==> config.mk <==
export PLATFORM = sky130hd
export DESIGN_NAME = usfs_usart
export DESIGN_NICKNAME = d
export VERILOG_FILES = /design/src/verilog/usfs_pkg.sv /design/src/verilog/usfs_clkgen.sv /design/src/verilog/usfs_usart.sv
export VERILOG_INCLUDE_DIRS = /design/src /design/src/verilog
export SDC_FILE = /design/constraint.sdc
export NUM_CORES = 1
export LEC_CHECK = 0
export ABC_AREA = 1
export ABC_CLOCK_PERIOD_IN_PS = 4100
export BUFFER_PORTS_ARGS = -buffer_cell sky130_fd_sc_hd__buf_2
export CELL_PAD_IN_SITES_DETAIL_PLACEMENT = 1
export CELL_PAD_IN_SITES_GLOBAL_PLACEMENT = 1
export CORE_UTILIZATION = 45
export CTS_CLUSTER_DIAMETER = 50
export DETAILED_ROUTE_END_ITERATION = 10
export HOLD_SLACK_MARGIN = 0.06
export PLACE_DENSITY = 0.91
export SETUP_SLACK_MARGIN = 0.2
export SLEW_MARGIN = 20
export SYNTH_ARGS = -nofsm -noshare
export SYNTH_HDL_FRONTEND = slang
export SYNTH_SLANG_ARGS = --single-unit
==> constraint.sdc <==
create_clock -name sys_clk_i -period 4.1 [get_ports sys_clk_i]
set_clock_uncertainty 0.05 [all_clocks]
set_input_delay 0.205 -clock sys_clk_i [delete_from_list [all_inputs] [get_ports sys_clk_i]]
set_output_delay 0.205 -clock sys_clk_i [all_outputs]
set_load 0.02 [all_outputs]
==> src/verilog/usfs_defines.svh <==
// Purpose: offsets, field positions, reset values and counts for usfs
// Assumes: included by bare name from usfs_clkgen, usfs_usart and tb_top
// Notes: register bytes sit in the low bits of a 32-bit apb word
`ifndef USFS_DEFINES_SVH
`define USFS_DEFINES_SVH

// ----------------------------------------------------------------
// register byte offsets
// ----------------------------------------------------------------
`define USFS_OFF_DATA 8'h00
`define USFS_OFF_STAT 8'h04
`define USFS_OFF_CTLB 8'h08
`define USFS_OFF_CTLC 8'h0c
`define USFS_OFF_BAUD 8'h10

// ----------------------------------------------------------------
// field positions
// ----------------------------------------------------------------
`define USFS_ST_UDRE 0
`define USFS_ST_TXC 1
`define USFS_ST_RXC 2
`define USFS_ST_FE 3
`define USFS_ST_PE 4
`define USFS_ST_DOR 5
`define USFS_ST_U2X 6
`define USFS_B_TX_ENABLE_BIT 0
`define USFS_B_RXEN 1
`define USFS_B_CSZ2 2
`define USFS_B_TXB8 3
`define USFS_B_RXB8 4
`define USFS_C_SYNC 0
`define USFS_C_PM 1
`define USFS_C_SBS 3
`define USFS_C_CSZ 4
`define USFS_C_CPOL 6
`define USFS_C_XDIR 7

// ----------------------------------------------------------------
// reset values and division counts
// ----------------------------------------------------------------
`define USFS_CSZ_RST 3'h3
`define USFS_BAUD_RST 12'h000
`define USFS_DIV_NORM 4'hf
`define USFS_DIV_DBL 4'h7
`define USFS_HALF_NORM 4'h7
`define USFS_HALF_DBL 4'h3

`endif

==> src/verilog/usfs_pkg.sv <==
// Purpose: shared types of the usfs serial frame engine
// Assumes: constants live in usfs_defines.svh
// Notes: frame format is one record for transmitter and receiver
package usfs_pkg;

    // shared frame and clock configuration
    typedef struct packed {
        logic sync;
        logic xdir;
        logic cpol;
        logic u2x;
        logic [1:0] pmode;
        logic sbs;
        logic [2:0] csz;
    } usfs_cfg_t;

    typedef enum logic [1:0] {
        USFS_RX_IDLE,
        USFS_RX_START,
        USFS_RX_BITS
    } usfs_rx_st_t;

    // clock unit state
    typedef struct packed {
        logic [11:0] cnt;
        logic tick;
        logic s1;
        logic s2;
        logic s3;
        logic xck;
        logic [3:0] div;
        logic tx_en;
        logic smp_en;
    } usfs_ck_t;

    // frame engine state
    typedef struct packed {
        usfs_cfg_t cfg;
        logic tx_enable_bit;
        logic rxen;
        logic txb8;
        logic [11:0] baud;
        logic baud_load;
        logic [8:0] tbuf;
        logic tbuf_full;
        logic txc;
        logic [12:0] tsr;
        logic [3:0] tleft;
        logic tbusy;
        logic txd;
        logic txd_oe;
        logic xck_oe;
        usfs_rx_st_t rst;
        logic [3:0] rcnt;
        logic [3:0] ridx;
        logic [10:0] rfr;
        logic [8:0] rbuf;
        logic rxfull;
        logic fe;
        logic pe;
        logic dor;
        logic [31:0] prdata;
        logic pready;
        logic pslverr;
    } usfs_st_t;

endpackage

==> src/verilog/usfs_clkgen.sv <==
// Purpose: baud counter, transfer clock sync and bit-rate enables
// Assumes: one system clock; config held steady while a frame runs
// Notes: all enables are one-cycle pulses, registered
`timescale 1ns/10ps
`include "usfs_defines.svh"

module usfs_clkgen
    import usfs_pkg::*;
(
    input wire logic sys_clk_i,
    input wire logic reset_i,
    input wire usfs_cfg_t cfg_i,
    input wire logic [11:0] baud_i,
    input wire logic baud_load_i,
    input wire logic xck_i,
    output logic tick_o,
    output logic tx_en_o,
    output logic smp_en_o,
    output logic xck_o
);

    usfs_ck_t q;
    usfs_ck_t n;
    logic master;
    logic rise;
    logic fall;

    // ----------------------------------------------------------------
    // next state
    // ----------------------------------------------------------------
    always_comb begin
        n = q;
        master = cfg_i.sync & cfg_i.xdir;
        rise = q.s2 & ~q.s3;
        fall = ~q.s2 & q.s3;
        n.tx_en = 1'b0;
        n.smp_en = 1'b0;
        // down-counter reloads at zero or on divisor write
        n.tick = (q.cnt == 12'h000);
        if (baud_load_i || q.cnt == 12'h000) begin
            n.cnt = baud_i;
        end else begin
            n.cnt = q.cnt - 12'h001;
        end
        // two-stage sync, s1 feeds s2 only
        n.s1 = xck_i;
        n.s2 = q.s1;
        n.s3 = q.s2;
        if (!cfg_i.sync) begin
            n.xck = 1'b0;
            if (q.tick) begin
                if (q.div >= (cfg_i.u2x ? `USFS_DIV_DBL : `USFS_DIV_NORM)) begin
                    n.div = 4'h0;
                    n.tx_en = 1'b1;
                end else begin
                    n.div = q.div + 4'h1;
                end
            end
        end else if (master) begin
            // master toggles the pin each tick: divide by two
            if (q.tick) begin
                n.xck = ~q.xck;
                n.tx_en = ~q.xck ^ cfg_i.cpol;
                n.smp_en = q.xck ^ cfg_i.cpol;
            end
        end else begin
            // slave: edges seen two cycles late, hence f/4 limit
            n.xck = 1'b0;
            n.tx_en = cfg_i.cpol ? fall : rise;
            n.smp_en = cfg_i.cpol ? rise : fall;
        end
    end

    // ----------------------------------------------------------------
    // state register
    // ----------------------------------------------------------------
    always_ff @(posedge sys_clk_i) begin
        if (reset_i) begin
            q <= '0;
            q.cnt <= `USFS_BAUD_RST;
        end else begin
            q <= n;
        end
    end

    assign tick_o = q.tick;
    assign tx_en_o = q.tx_en;
    assign smp_en_o = q.smp_en;
    assign xck_o = q.xck;
endmodule

==> src/verilog/usfs_usart.sv <==
// Purpose: usart frame engine with apb registers, tx and rx paths
// Assumes: serial inputs synchronous to sys_clk_i; apb3 slave
// Notes: one wait state per apb access; single-level rx buffer
//
// How it works
// - external transfer clock passes a sync register and edge detector
// - sync mode: clock pin is input as slave, output as master
// - sync mode samples input on the edge opposite the change edge
// - polarity clear: change on rising, sample on falling; set reverses
// - all thirty formats: 5-9 data, none/even/odd parity, 1-2 stops
// - start bit, data lsb first, optional parity, then stop bits
// - start low, stops high; idle line high or next frame at once
// - transmitter and receiver share one frame format setting
// - receiver checks only first stop bit for framing error
// - parity is xor of data bits, inverted for odd
// - char size, parity mode and stop select fields set the format
// - tx enable hands the serial output pin to the transmitter
// - sync master with tx or rx enabled takes over the transfer clock pin
// - cpu write to data buffer loads it and starts sending
// - buffer moves to shifter when idle or right after last stop
// - shifter sends a whole frame at the selected bit rate
// - unused high bits of short characters are ignored
// - baud down-counter reloads at zero or divisor write, ticks
// - tx divides tick by 16, 8 or 2 by mode
// - clock pin direction selects sync master or sync slave
`timescale 1ns/10ps
`include "usfs_defines.svh"

module usfs_usart
    import usfs_pkg::*;
(
    input wire logic sys_clk_i,
    input wire logic reset_i,
    input wire logic psel_i,
    input wire logic penable_i,
    input wire logic pwrite_i,
    input wire logic [7:0] paddr_i,
    input wire logic [31:0] pwdata_i,
    output logic [31:0] prdata_o,
    output logic pready_o,
    output logic pslverr_o,
    input wire logic serial_in_pin_i,
    output logic serial_out_pin_o,
    output logic serial_out_pin_oe_o,
    input wire logic xfer_clock_pin_i,
    output logic xfer_clock_pin_o,
    output logic xfer_clock_pin_oe_o
);

    usfs_st_t q;
    usfs_st_t n;
    logic ck_tick;
    logic ck_tx_en;
    logic ck_smp_en;
    logic acc;
    logic wr;
    logic rd;
    logic smp;
    logic [3:0] nb;
    logic [3:0] last;
    logic [8:0] rdat;
    logic [12:0] fr;

    // ----------------------------------------------------------------
    // format helpers
    // ----------------------------------------------------------------
    // reserved sizes fall back to eight bits
    function automatic logic [3:0] nbits(input logic [2:0] c);
        case (c)
            3'h0: nbits = 4'h5;
            3'h1: nbits = 4'h6;
            3'h2: nbits = 4'h7;
            3'h7: nbits = 4'h9;
            default: nbits = 4'h8;
        endcase
    endfunction

    function automatic logic [8:0] dmask(input logic [3:0] k);
        dmask = 9'(({1'b0, 9'h000} | 10'h001) << k) - 9'h001;
    endfunction

    // start, data lsb first, parity, stops; unused slots stay high
    function automatic logic [12:0] frame(input logic [8:0] d,
                                          input usfs_cfg_t c);
        logic [3:0] k;
        logic [8:0] m;
        logic [12:0] f;
        k = nbits(c.csz);
        m = d & dmask(k);
        f = 13'h1fff;
        f[0] = 1'b0;
        for (int i = 0; i < 9; i++) begin
            if (4'(i) < k) begin
                f[i + 1] = m[i];
            end
        end
        if (c.pmode[1]) begin
            f[4'(k + 4'h1)] = ^m ^ c.pmode[0];
        end
        frame = f;
    endfunction

    // ----------------------------------------------------------------
    // clock unit
    // ----------------------------------------------------------------
    usfs_clkgen u_clk (
        .sys_clk_i(sys_clk_i),
        .reset_i(reset_i),
        .cfg_i(q.cfg),
        .baud_i(q.baud),
        .baud_load_i(q.baud_load),
        .xck_i(xfer_clock_pin_i),
        .tick_o(ck_tick),
        .tx_en_o(ck_tx_en),
        .smp_en_o(ck_smp_en),
        .xck_o(xfer_clock_pin_o)
    );

    // ----------------------------------------------------------------
    // next state: bus, transmitter, receiver
    // ----------------------------------------------------------------
    always_comb begin
        n = q;
        nb = nbits(q.cfg.csz);
        last = 4'(nb + {3'h0, q.cfg.pmode[1]});
        acc = psel_i & penable_i & q.pready;
        wr = acc & pwrite_i;
        rd = acc & ~pwrite_i;
        fr = frame(q.tbuf, q.cfg);
        rdat = q.rfr[8:0] & dmask(nb);
        n.pready = psel_i & penable_i & ~q.pready;
        n.pslverr = 1'b0;
        n.baud_load = 1'b0;
        // read data captured one cycle before pready
        if (psel_i && penable_i && !q.pready) begin
            n.prdata = 32'h0000_0000;
            if (paddr_i == `USFS_OFF_DATA) begin
                n.prdata[7:0] = q.rbuf[7:0];
            end else if (paddr_i == `USFS_OFF_STAT) begin
                n.prdata[`USFS_ST_UDRE] = ~q.tbuf_full;
                n.prdata[`USFS_ST_TXC] = q.txc;
                n.prdata[`USFS_ST_RXC] = q.rxfull;
                n.prdata[`USFS_ST_FE] = q.fe;
                n.prdata[`USFS_ST_PE] = q.pe;
                n.prdata[`USFS_ST_DOR] = q.dor;
                n.prdata[`USFS_ST_U2X] = q.cfg.u2x;
            end else if (paddr_i == `USFS_OFF_CTLB) begin
                n.prdata[`USFS_B_TX_ENABLE_BIT] = q.tx_enable_bit;
                n.prdata[`USFS_B_RXEN] = q.rxen;
                n.prdata[`USFS_B_CSZ2] = q.cfg.csz[2];
                n.prdata[`USFS_B_TXB8] = q.txb8;
                n.prdata[`USFS_B_RXB8] = q.rbuf[8];
            end else if (paddr_i == `USFS_OFF_CTLC) begin
                n.prdata[`USFS_C_SYNC] = q.cfg.sync;
                n.prdata[`USFS_C_PM +: 2] = q.cfg.pmode;
                n.prdata[`USFS_C_SBS] = q.cfg.sbs;
                n.prdata[`USFS_C_CSZ +: 2] = q.cfg.csz[1:0];
                n.prdata[`USFS_C_CPOL] = q.cfg.cpol;
                n.prdata[`USFS_C_XDIR] = q.cfg.xdir;
            end else if (paddr_i == `USFS_OFF_BAUD) begin
                n.prdata[11:0] = q.baud;
            end else begin
                n.pslverr = 1'b1;
            end
        end
        // writes take effect at the edge that completes the access
        if (wr) begin
            if (paddr_i == `USFS_OFF_DATA) begin
                n.tbuf = {q.txb8, pwdata_i[7:0]};
                n.tbuf_full = 1'b1;
            end else if (paddr_i == `USFS_OFF_STAT) begin
                if (pwdata_i[`USFS_ST_TXC]) begin
                    n.txc = 1'b0;
                end
                n.cfg.u2x = pwdata_i[`USFS_ST_U2X];
            end else if (paddr_i == `USFS_OFF_CTLB) begin
                n.tx_enable_bit = pwdata_i[`USFS_B_TX_ENABLE_BIT];
                n.rxen = pwdata_i[`USFS_B_RXEN];
                n.cfg.csz[2] = pwdata_i[`USFS_B_CSZ2];
                n.txb8 = pwdata_i[`USFS_B_TXB8];
            end else if (paddr_i == `USFS_OFF_CTLC) begin
                // no guard: changing format mid-frame corrupts both ways
                n.cfg.sync = pwdata_i[`USFS_C_SYNC];
                n.cfg.pmode = pwdata_i[`USFS_C_PM +: 2];
                n.cfg.sbs = pwdata_i[`USFS_C_SBS];
                n.cfg.csz[1:0] = pwdata_i[`USFS_C_CSZ +: 2];
                n.cfg.cpol = pwdata_i[`USFS_C_CPOL];
                n.cfg.xdir = pwdata_i[`USFS_C_XDIR];
            end else if (paddr_i == `USFS_OFF_BAUD) begin
                n.baud = pwdata_i[11:0];
                n.baud_load = 1'b1;
            end
        end
        if (rd && paddr_i == `USFS_OFF_DATA) begin
            n.rxfull = 1'b0;
            n.dor = 1'b0;
        end
        // transmitter steps once per bit enable
        if (ck_tx_en) begin
            if (q.tbusy && q.tleft != 4'h0) begin
                n.txd = q.tsr[0];
                n.tsr = {1'b1, q.tsr[12:1]};
                n.tleft = q.tleft - 4'h1;
            end else if (q.tbuf_full && (q.tx_enable_bit || q.tbusy)) begin
                // next frame starts straight after the last stop
                n.txd = fr[0];
                n.tsr = {1'b1, fr[12:1]};
                n.tleft = 4'(last + 4'h1 + {3'h0, q.cfg.sbs});
                n.tbusy = 1'b1;
                n.tbuf_full = wr && paddr_i == `USFS_OFF_DATA;
            end else begin
                if (q.tbusy) begin
                    n.txc = 1'b1; // set beats a same-cycle clear
                end
                n.tbusy = 1'b0;
                n.txd = 1'b1;
            end
        end
        // pin stays with the transmitter until pending data is gone
        n.txd_oe = q.tx_enable_bit | q.tbusy | q.tbuf_full;
        n.xck_oe = q.cfg.sync & q.cfg.xdir & (q.tx_enable_bit | q.rxen);
        // receiver: sync uses the sample edge, async mid-bit ticks
        smp = q.cfg.sync ? ck_smp_en : (ck_tick && q.rcnt == 4'h0);
        case (q.rst)
            USFS_RX_IDLE: begin
                n.ridx = 4'h0;
                if (q.rxen && !serial_in_pin_i) begin
                    if (!q.cfg.sync) begin
                        n.rst = USFS_RX_START;
                        n.rcnt = q.cfg.u2x ? `USFS_HALF_DBL : `USFS_HALF_NORM;
                    end else if (ck_smp_en) begin
                        n.rst = USFS_RX_BITS;
                    end
                end
            end
            USFS_RX_START: begin
                if (ck_tick) begin
                    if (q.rcnt != 4'h0) begin
                        n.rcnt = q.rcnt - 4'h1;
                    end else if (serial_in_pin_i) begin
                        n.rst = USFS_RX_IDLE; // false start, line back high
                    end else begin
                        n.rst = USFS_RX_BITS;
                        n.rcnt = q.cfg.u2x ? `USFS_DIV_DBL : `USFS_DIV_NORM;
                    end
                end
            end
            USFS_RX_BITS: begin
                if (!q.cfg.sync && ck_tick) begin
                    n.rcnt = (q.rcnt == 4'h0) ?
                        (q.cfg.u2x ? `USFS_DIV_DBL : `USFS_DIV_NORM) :
                        q.rcnt - 4'h1;
                end
                if (smp) begin
                    n.rfr[q.ridx] = serial_in_pin_i;
                    n.ridx = q.ridx + 4'h1;
                    if (q.ridx == last) begin
                        // second stop bit is never looked at
                        n.rst = USFS_RX_IDLE;
                        n.rbuf = rdat;
                        n.fe = ~serial_in_pin_i;
                        n.pe = q.cfg.pmode[1] &
                            (^rdat ^ q.cfg.pmode[0] ^ q.rfr[nb]);
                        n.dor = q.rxfull | n.dor;
                        n.rxfull = 1'b1;
                    end
                end
            end
            default: n.rst = USFS_RX_IDLE;
        endcase
    end

    // ----------------------------------------------------------------
    // state register and outputs
    // ----------------------------------------------------------------
    always_ff @(posedge sys_clk_i) begin
        if (reset_i) begin
            q <= '0;
            q.txd <= 1'b1;
            q.cfg.csz <= `USFS_CSZ_RST;
            q.baud <= `USFS_BAUD_RST;
        end else begin
            q <= n;
        end
    end

    assign prdata_o = q.prdata;
    assign pready_o = q.pready;
    assign pslverr_o = q.pslverr;
    assign serial_out_pin_o = q.txd;
    assign serial_out_pin_oe_o = q.txd_oe;
    assign xfer_clock_pin_oe_o = q.xck_oe;
endmodule

; After elaboration in Yosys (flattened, before gate mapping)
; Index checks and enable logic that the tools add are counted.
[op_classes]
shift = 1
order_cmp = 15
n_addsub = 10
reduce_logical = 45
n_mux = 83
bitwise = 37
n_eq_ne = 19
[ops]
columns = cell, n
row1 = 12-bit two-way mux, 7
row2 = 4-bit two-way mux, 10
row3 = 13-bit two-way mux, 3
row4 = 17-bit two-way mux, 2
row5 = 1-bit two-way mux, 30
row6 = 28-bit two-way mux, 1
row7 = 2-bit two-way mux, 11
row8 = 21-bit two-way mux, 1
row9 = 9-bit bitwise AND, 2
row10 = 6-bit AND reduction, 3
row11 = 9-bit XOR reduction, 2
row12 = 4-bit by 1-bit adder with 4-bit output (second input constant), 4
row13 = 8-bit by 4-bit == test with 1-bit output (second input constant), 2
row14 = 3-bit by 4-bit < comparator with 1-bit output (first input constant), 4
row15 = 8-bit two-way mux, 2
row16 = 1-bit NOT, 16
row17 = 4-bit case mux with 4 select lines, 1
row18 = 4-bit by 5-bit < comparator with 1-bit output (second input constant), 3
row19 = 7-bit two-way mux, 2
row20 = 13-bit bitwise mux, 1
row21 = 12-bit zero test, 1
row22 = 6-bit two-way mux, 2
row23 = 2-bit != test (second input constant), 6
row24 = 4-bit case mux with 3 select lines, 1
row25 = 48 further kinds, 93
[totals]
word_cells = 253
regBits = 129
input_bits = 47

; Longest topological paths before layout
[depth]
depth_word = 12
depth_mapped = 15
depth_no_buf = 15

; Cells and area by module
; A second synthesis with hierarchy kept.
[hier_totals]
hier_cells = 1011
area_unflattened_um2 = 6976.7
[by_module_without_submodules]
columns = mod, instances, area_each_um2, cells_each
row1 = usfs_usart, 1, 5684.2, 816
row2 = usfs_clkgen, 1, 1292.5, 195

; Worst setup path before layout
; OpenSTA, ideal clock, no wires.
[synth_timing]
path_type = reg2reg
start = register q[116] (netlist bit)
end = register q[44] (netlist bit)
stages_incl_launch_ff = 15
required_ns = 3.982
path_buffers = 1
setup_slack_ns = 1.818
t_arrival_ns = 2.164
cell_sequence = dfxtp_1 inv_1 nand2_1 nand2_2 ha_1 ha_1 xor2_1 nor2_1 nand2_1 nor2_4 nand2_4 nor2_8 buf_8 nand2_2 a21oi_2
[synth_via]
elab_chain_cells = 5
word_cells_on_any_way = 11
classes_between = add/sub (2) / eq/ne (4) / shift (1) / mux (1) / bitwise (1) / reduce/logical (2)
[synth_rtl]
columns = element, line_no
row1 = start: declaration, usfs_usart.sv:50  ; usfs_st_t q;
row2 = start signal: assignment, usfs_usart.sv:283  ; q <= n;
row3 = "3-bit == test, or another cell as far along", usfs_usart.sv:69  ; case (c)
row4 = 4-bit case mux with 4 select lines *, usfs_usart.sv:69
row5 = 1-bit by 4-bit left shift with 9-bit output / 4-bit by 1-bit adder with 4-bit output (equally long branches), "usfs_usart.sv:79, usfs_usart.sv:125"
row6 = 9-bit by 1-bit subtractor with 9-bit output / 4-bit == test (equally long branches), "usfs_usart.sv:79, usfs_usart.sv:257"
row7 = 9-bit bitwise AND / 3-bit AND reduction (equally long branches), -
; Mark *: on every way between the ends. The rest lies on a longest branch, timed or not.
; A chain may end at the register's enable or synchronous reset.

; Worst setup path after layout
[layout_timing]
start = register q[117] (netlist bit)
end = register q[67] (netlist bit)
[layout_via]
elab_chain_cells = 6
word_cells_on_any_way = 9
classes_between = add/sub (1) / eq/ne (5) / mux (1) / reduce/logical (2)
[layout_rtl]
columns = element, line_no
row1 = "3-bit == test, or another cell as far along", usfs_usart.sv:69
row2 = 4-bit case mux with 4 select lines *, usfs_usart.sv:69
row3 = 4-bit by 1-bit adder with 4-bit output *, usfs_usart.sv:125  ; last = 4'(nb + {3'h0, q.cfg.pmode[1]});
row4 = 4-bit == test *, usfs_usart.sv:257  ; if (q.ridx == last) begin
row5 = 2-bit != test (no line) *, -
row6 = 6-bit AND reduction (no line) *, -
; Marked as above.

==> metrics.txt <==
status complete, but fails checks; failing checks design-rule violations; clock buffer depth 2; worst min path class in -> reg; antenna-violating nets left 0; Crit path required time ~4.4 ns; first-pass GRT wire length approximately 33,000 um; met3 wire length around 920 um; fillers 1,904; vias per cell about 5.4; worst slew pin tran around 0.76 ns; Slew Limit Fails 0; clk slew on worst S/H paths 0.06 ns; Final Util between 50% and 60%; worst hold slack approximately 0.077 ns; TritonCTS buffer count 17; gr ovfl total 0; setup_tns 0 ns; endpoint class of the critical path flip-flop; CP Class reg -> reg; P per Cell Area approximately 480 nW/um^2; Post-synth EDFFs 0; Fmax achieved around 350 MHz; Yosys reg bits approximately 130; layout net count 1,066; vias in the first global route approximately 6,600; Die Y-Extent 125 um; Initial Util between 40 and 50%; wire per inst ~17 um; largest net degree at the start of global routing 75; sequential cell area fraction in the yosys report a little under two fifths; Post-Route M1 WL ~8800 um; Area Overhead vs Synth 12.0%; Syn Std Cell Area ~6800 um^2; Clock Latency Late Sink roughly 0.42 ns; # DRC 5; DRT Pass-1 Iters 8; Top cell by count, worst path nand2_1; CP max FO 6; minimum clock period roughly 2.9 ns; Async SR Flop Fraction 0%; clk root buf clkbuf_16; Slew HR approximately 49%; design area approximately 7700 um^2; Critical-path top delay cell dfxtp_1; RD Place Congestion 0.830; Mapped Avg Cell Area 7.07 um^2; Synth Warn # 0; Rows 44; wirelength, routed roughly 21,000 um; IO Count between 80 and 90; GR Util All Layers a little over a quarter; slowest stage delay, CP 0.52 ns; RSZ-0062 raised after global routing no; # setup viols final 0; Lkg Pwr between 3 and 4 nW; DP Area about 7000 um^2; Fin. Hold Viols 0; Core ar. 14,700 um^2; placed wire-length estimate 14,300 um; Post-Syn Instances around 970; Post-synth top flop dfxtp_1; Vias 6,502; port buffer count 44; CTS Sinks between 100 and 150; CP Buf/Inv Count 0; full die area about 16,000 um^2; drt initial violations ~350; worst-path cell chain nand3_1, nand2_2, ha_1, ha_1, xor2_1, nor2_1, nand2_1, nor2_4, nand2_4, nand2_1, nand2_1, o21ai_0, a21oi_1; Final Cycle Share a little over two thirds; CP top delay family simple AND/OR/NAND/NOR gates; crit start category flip-flop; max-cap viol count 0; Placed Cells between 1,000 and 1,500; Worst Path Arrival 3.12 ns; Yosys cell types 42; post-route insts no fill 1,198; share of cells above drive strength 1 roughly an eighth; CTS tree built; met2 WL post-DR just over 10,000 um; initial antenna violation count 0; VDD IR max roughly 0.00033 V; H-tree depth 4; cts repair resizes 0; chip width between 100 and 150 um; ant diodes 0; Max Used Layer met4
## registers in the layout, summed over array words and instances, names as in the netlist, named ones only
register / count
xfer_clock_pin_oe_o: 1
serial_out_pin_o: 1
pslverr_o: 1
u_clk.smp_en_o: 1
u_clk.tx_en_o: 1
u_clk.n: 2
serial_out_pin_oe_o: 1
u_clk.tick_o: 1
q: 78
prdata_o: 12
u_clk.xck_o: 1
pready_o: 1
u_clk.q: 17
## kinds of logic (layout without fill, tap and decap cells)
kind of cell    after synthesis  after routing  share of synthesized area (%)
flops                       128            128                           37.5
compound gates              241            241                           19.8
fa+ha+maj                    18             18                           3.29
other cells                   2             22                          0.110
buf+inv                     186            213                           12.4
xor+xnor                     21             21                           2.69
simple gates                371            371                           24.2
## final cells by class
class	count	area, um^2	area share (%)
multi-input cells	673	3500	45.8
flip-flops and latches	128	2560	33.5
clock buffers	23	478	6.25
inverters	126	473	6.18
repair buffers	55	323	4.22
well taps	184	230	3.01
clock inverters	9	82.6	1.08
## timing repair
item / CTS / global route
endpoints found under the hold margin: 9 / 0
setup buffers: 0 / 0
hold buffers: 8 / 0
## worst min-delay path, delay by kind of cell
kind | cells | cell delay [ns]
AO/OA/AOI/OAI | 1 | 0.13
buffers and inverters | 2 | 0.17
## stage by stage
stage                     setup slack (ns)  power, mW
final                                 1.23       3.64
after global routing                  1.03       3.82
after CTS                             1.25       3.63
after detailed placement              1.38       2.16
after global placement                1.51       2.12
after floorplan                       1.82       1.99
## path summary, 6_finish.rpt
kind | startpoint | cells past startpoint | endpoint | slack, ns
setup / recovery | q[117] | 13 | q[67] | 1.23
hold / removal | pwdata_i[0] | 3 | q[115] | 0.08
setup reg to reg | q[117] | 13 | q[67] | 1.23
hold reg to reg | u_clk.n[8] | 2 | u_clk.n[7] | 0.36
## power by group
part / switching [mW] / leakage [nW] / total (mW) / internal (mW)
registers: 0.0586 / 1.04 / 1.39 / 1.33
clock network: 0.571 / 0.273 / 1.45 / 0.880
logic: 0.555 / 2.05 / 0.803 / 0.247
## synthesized netlist by cell type, types with 2 or more instances
cell	number	area [um^2]
nand3_1	51	255
ha_1	18	225
nand2_2	8	50.1
xnor2_1	5	43.8
buf_4	33	248
dfxtp_1	128	2560
o21ai_0	97	485
nor3_1	12	60.1
nor2_4	3	33.8
nor2_1	93	349
o211ai_1	8	60.1
inv_2	3	11.3
xor2_1	16	140
nand2_1	179	672
inv_1	122	458
nand4_1	4	25.0
nand3_2	5	50.1
a21oi_2	3	26.3
a211oi_1	18	135
conb_1	2	7.51
nor2_2	4	25.0
o21ai_4	2	32.5
o221ai_1	5	43.8
a21oi_1	90	450
a31oi_1	7	43.8
o22ai_1	6	37.5
nand2_4	8	90.1
buf_2	7	35.0
clkbuf_1	17	63.8
## per-layer routing
layer  track usage (%)  up-vias
li1                  -     3192
met4              13.5        0
met5                 0        -
met2              47.6      159
met3              6.12       58
met1              31.0     3093
## layout by cell type (no fill, tap or decap), drive strengths merged
cell type    netlist  routed
nand2            195     195
dfxtp            128     128
inv              125     126
nor2             101     101
o21ai            100     100
a21oi             93      93
nand3             56      56
buf               43      47
clkbuf            17      23
conb               2      22
a211oi            18      18
ha                18      18
xor2              16      16
nor3              13      13
o211ai             8       8
dlygate4sd3        0       8
a31oi              7       7
o22ai              6       6
clkinv             1       6
o221ai             5       5
xnor2              5       5
nand4              4       4
clkinvlp           0       2
a31o               1       1
a221oi             1       1
nor4               1       1
or2                1       1
a32oi              1       1
o31ai              1       1
bufinv             0       1
No activity file was read; power rests on OpenSTA's default activity.
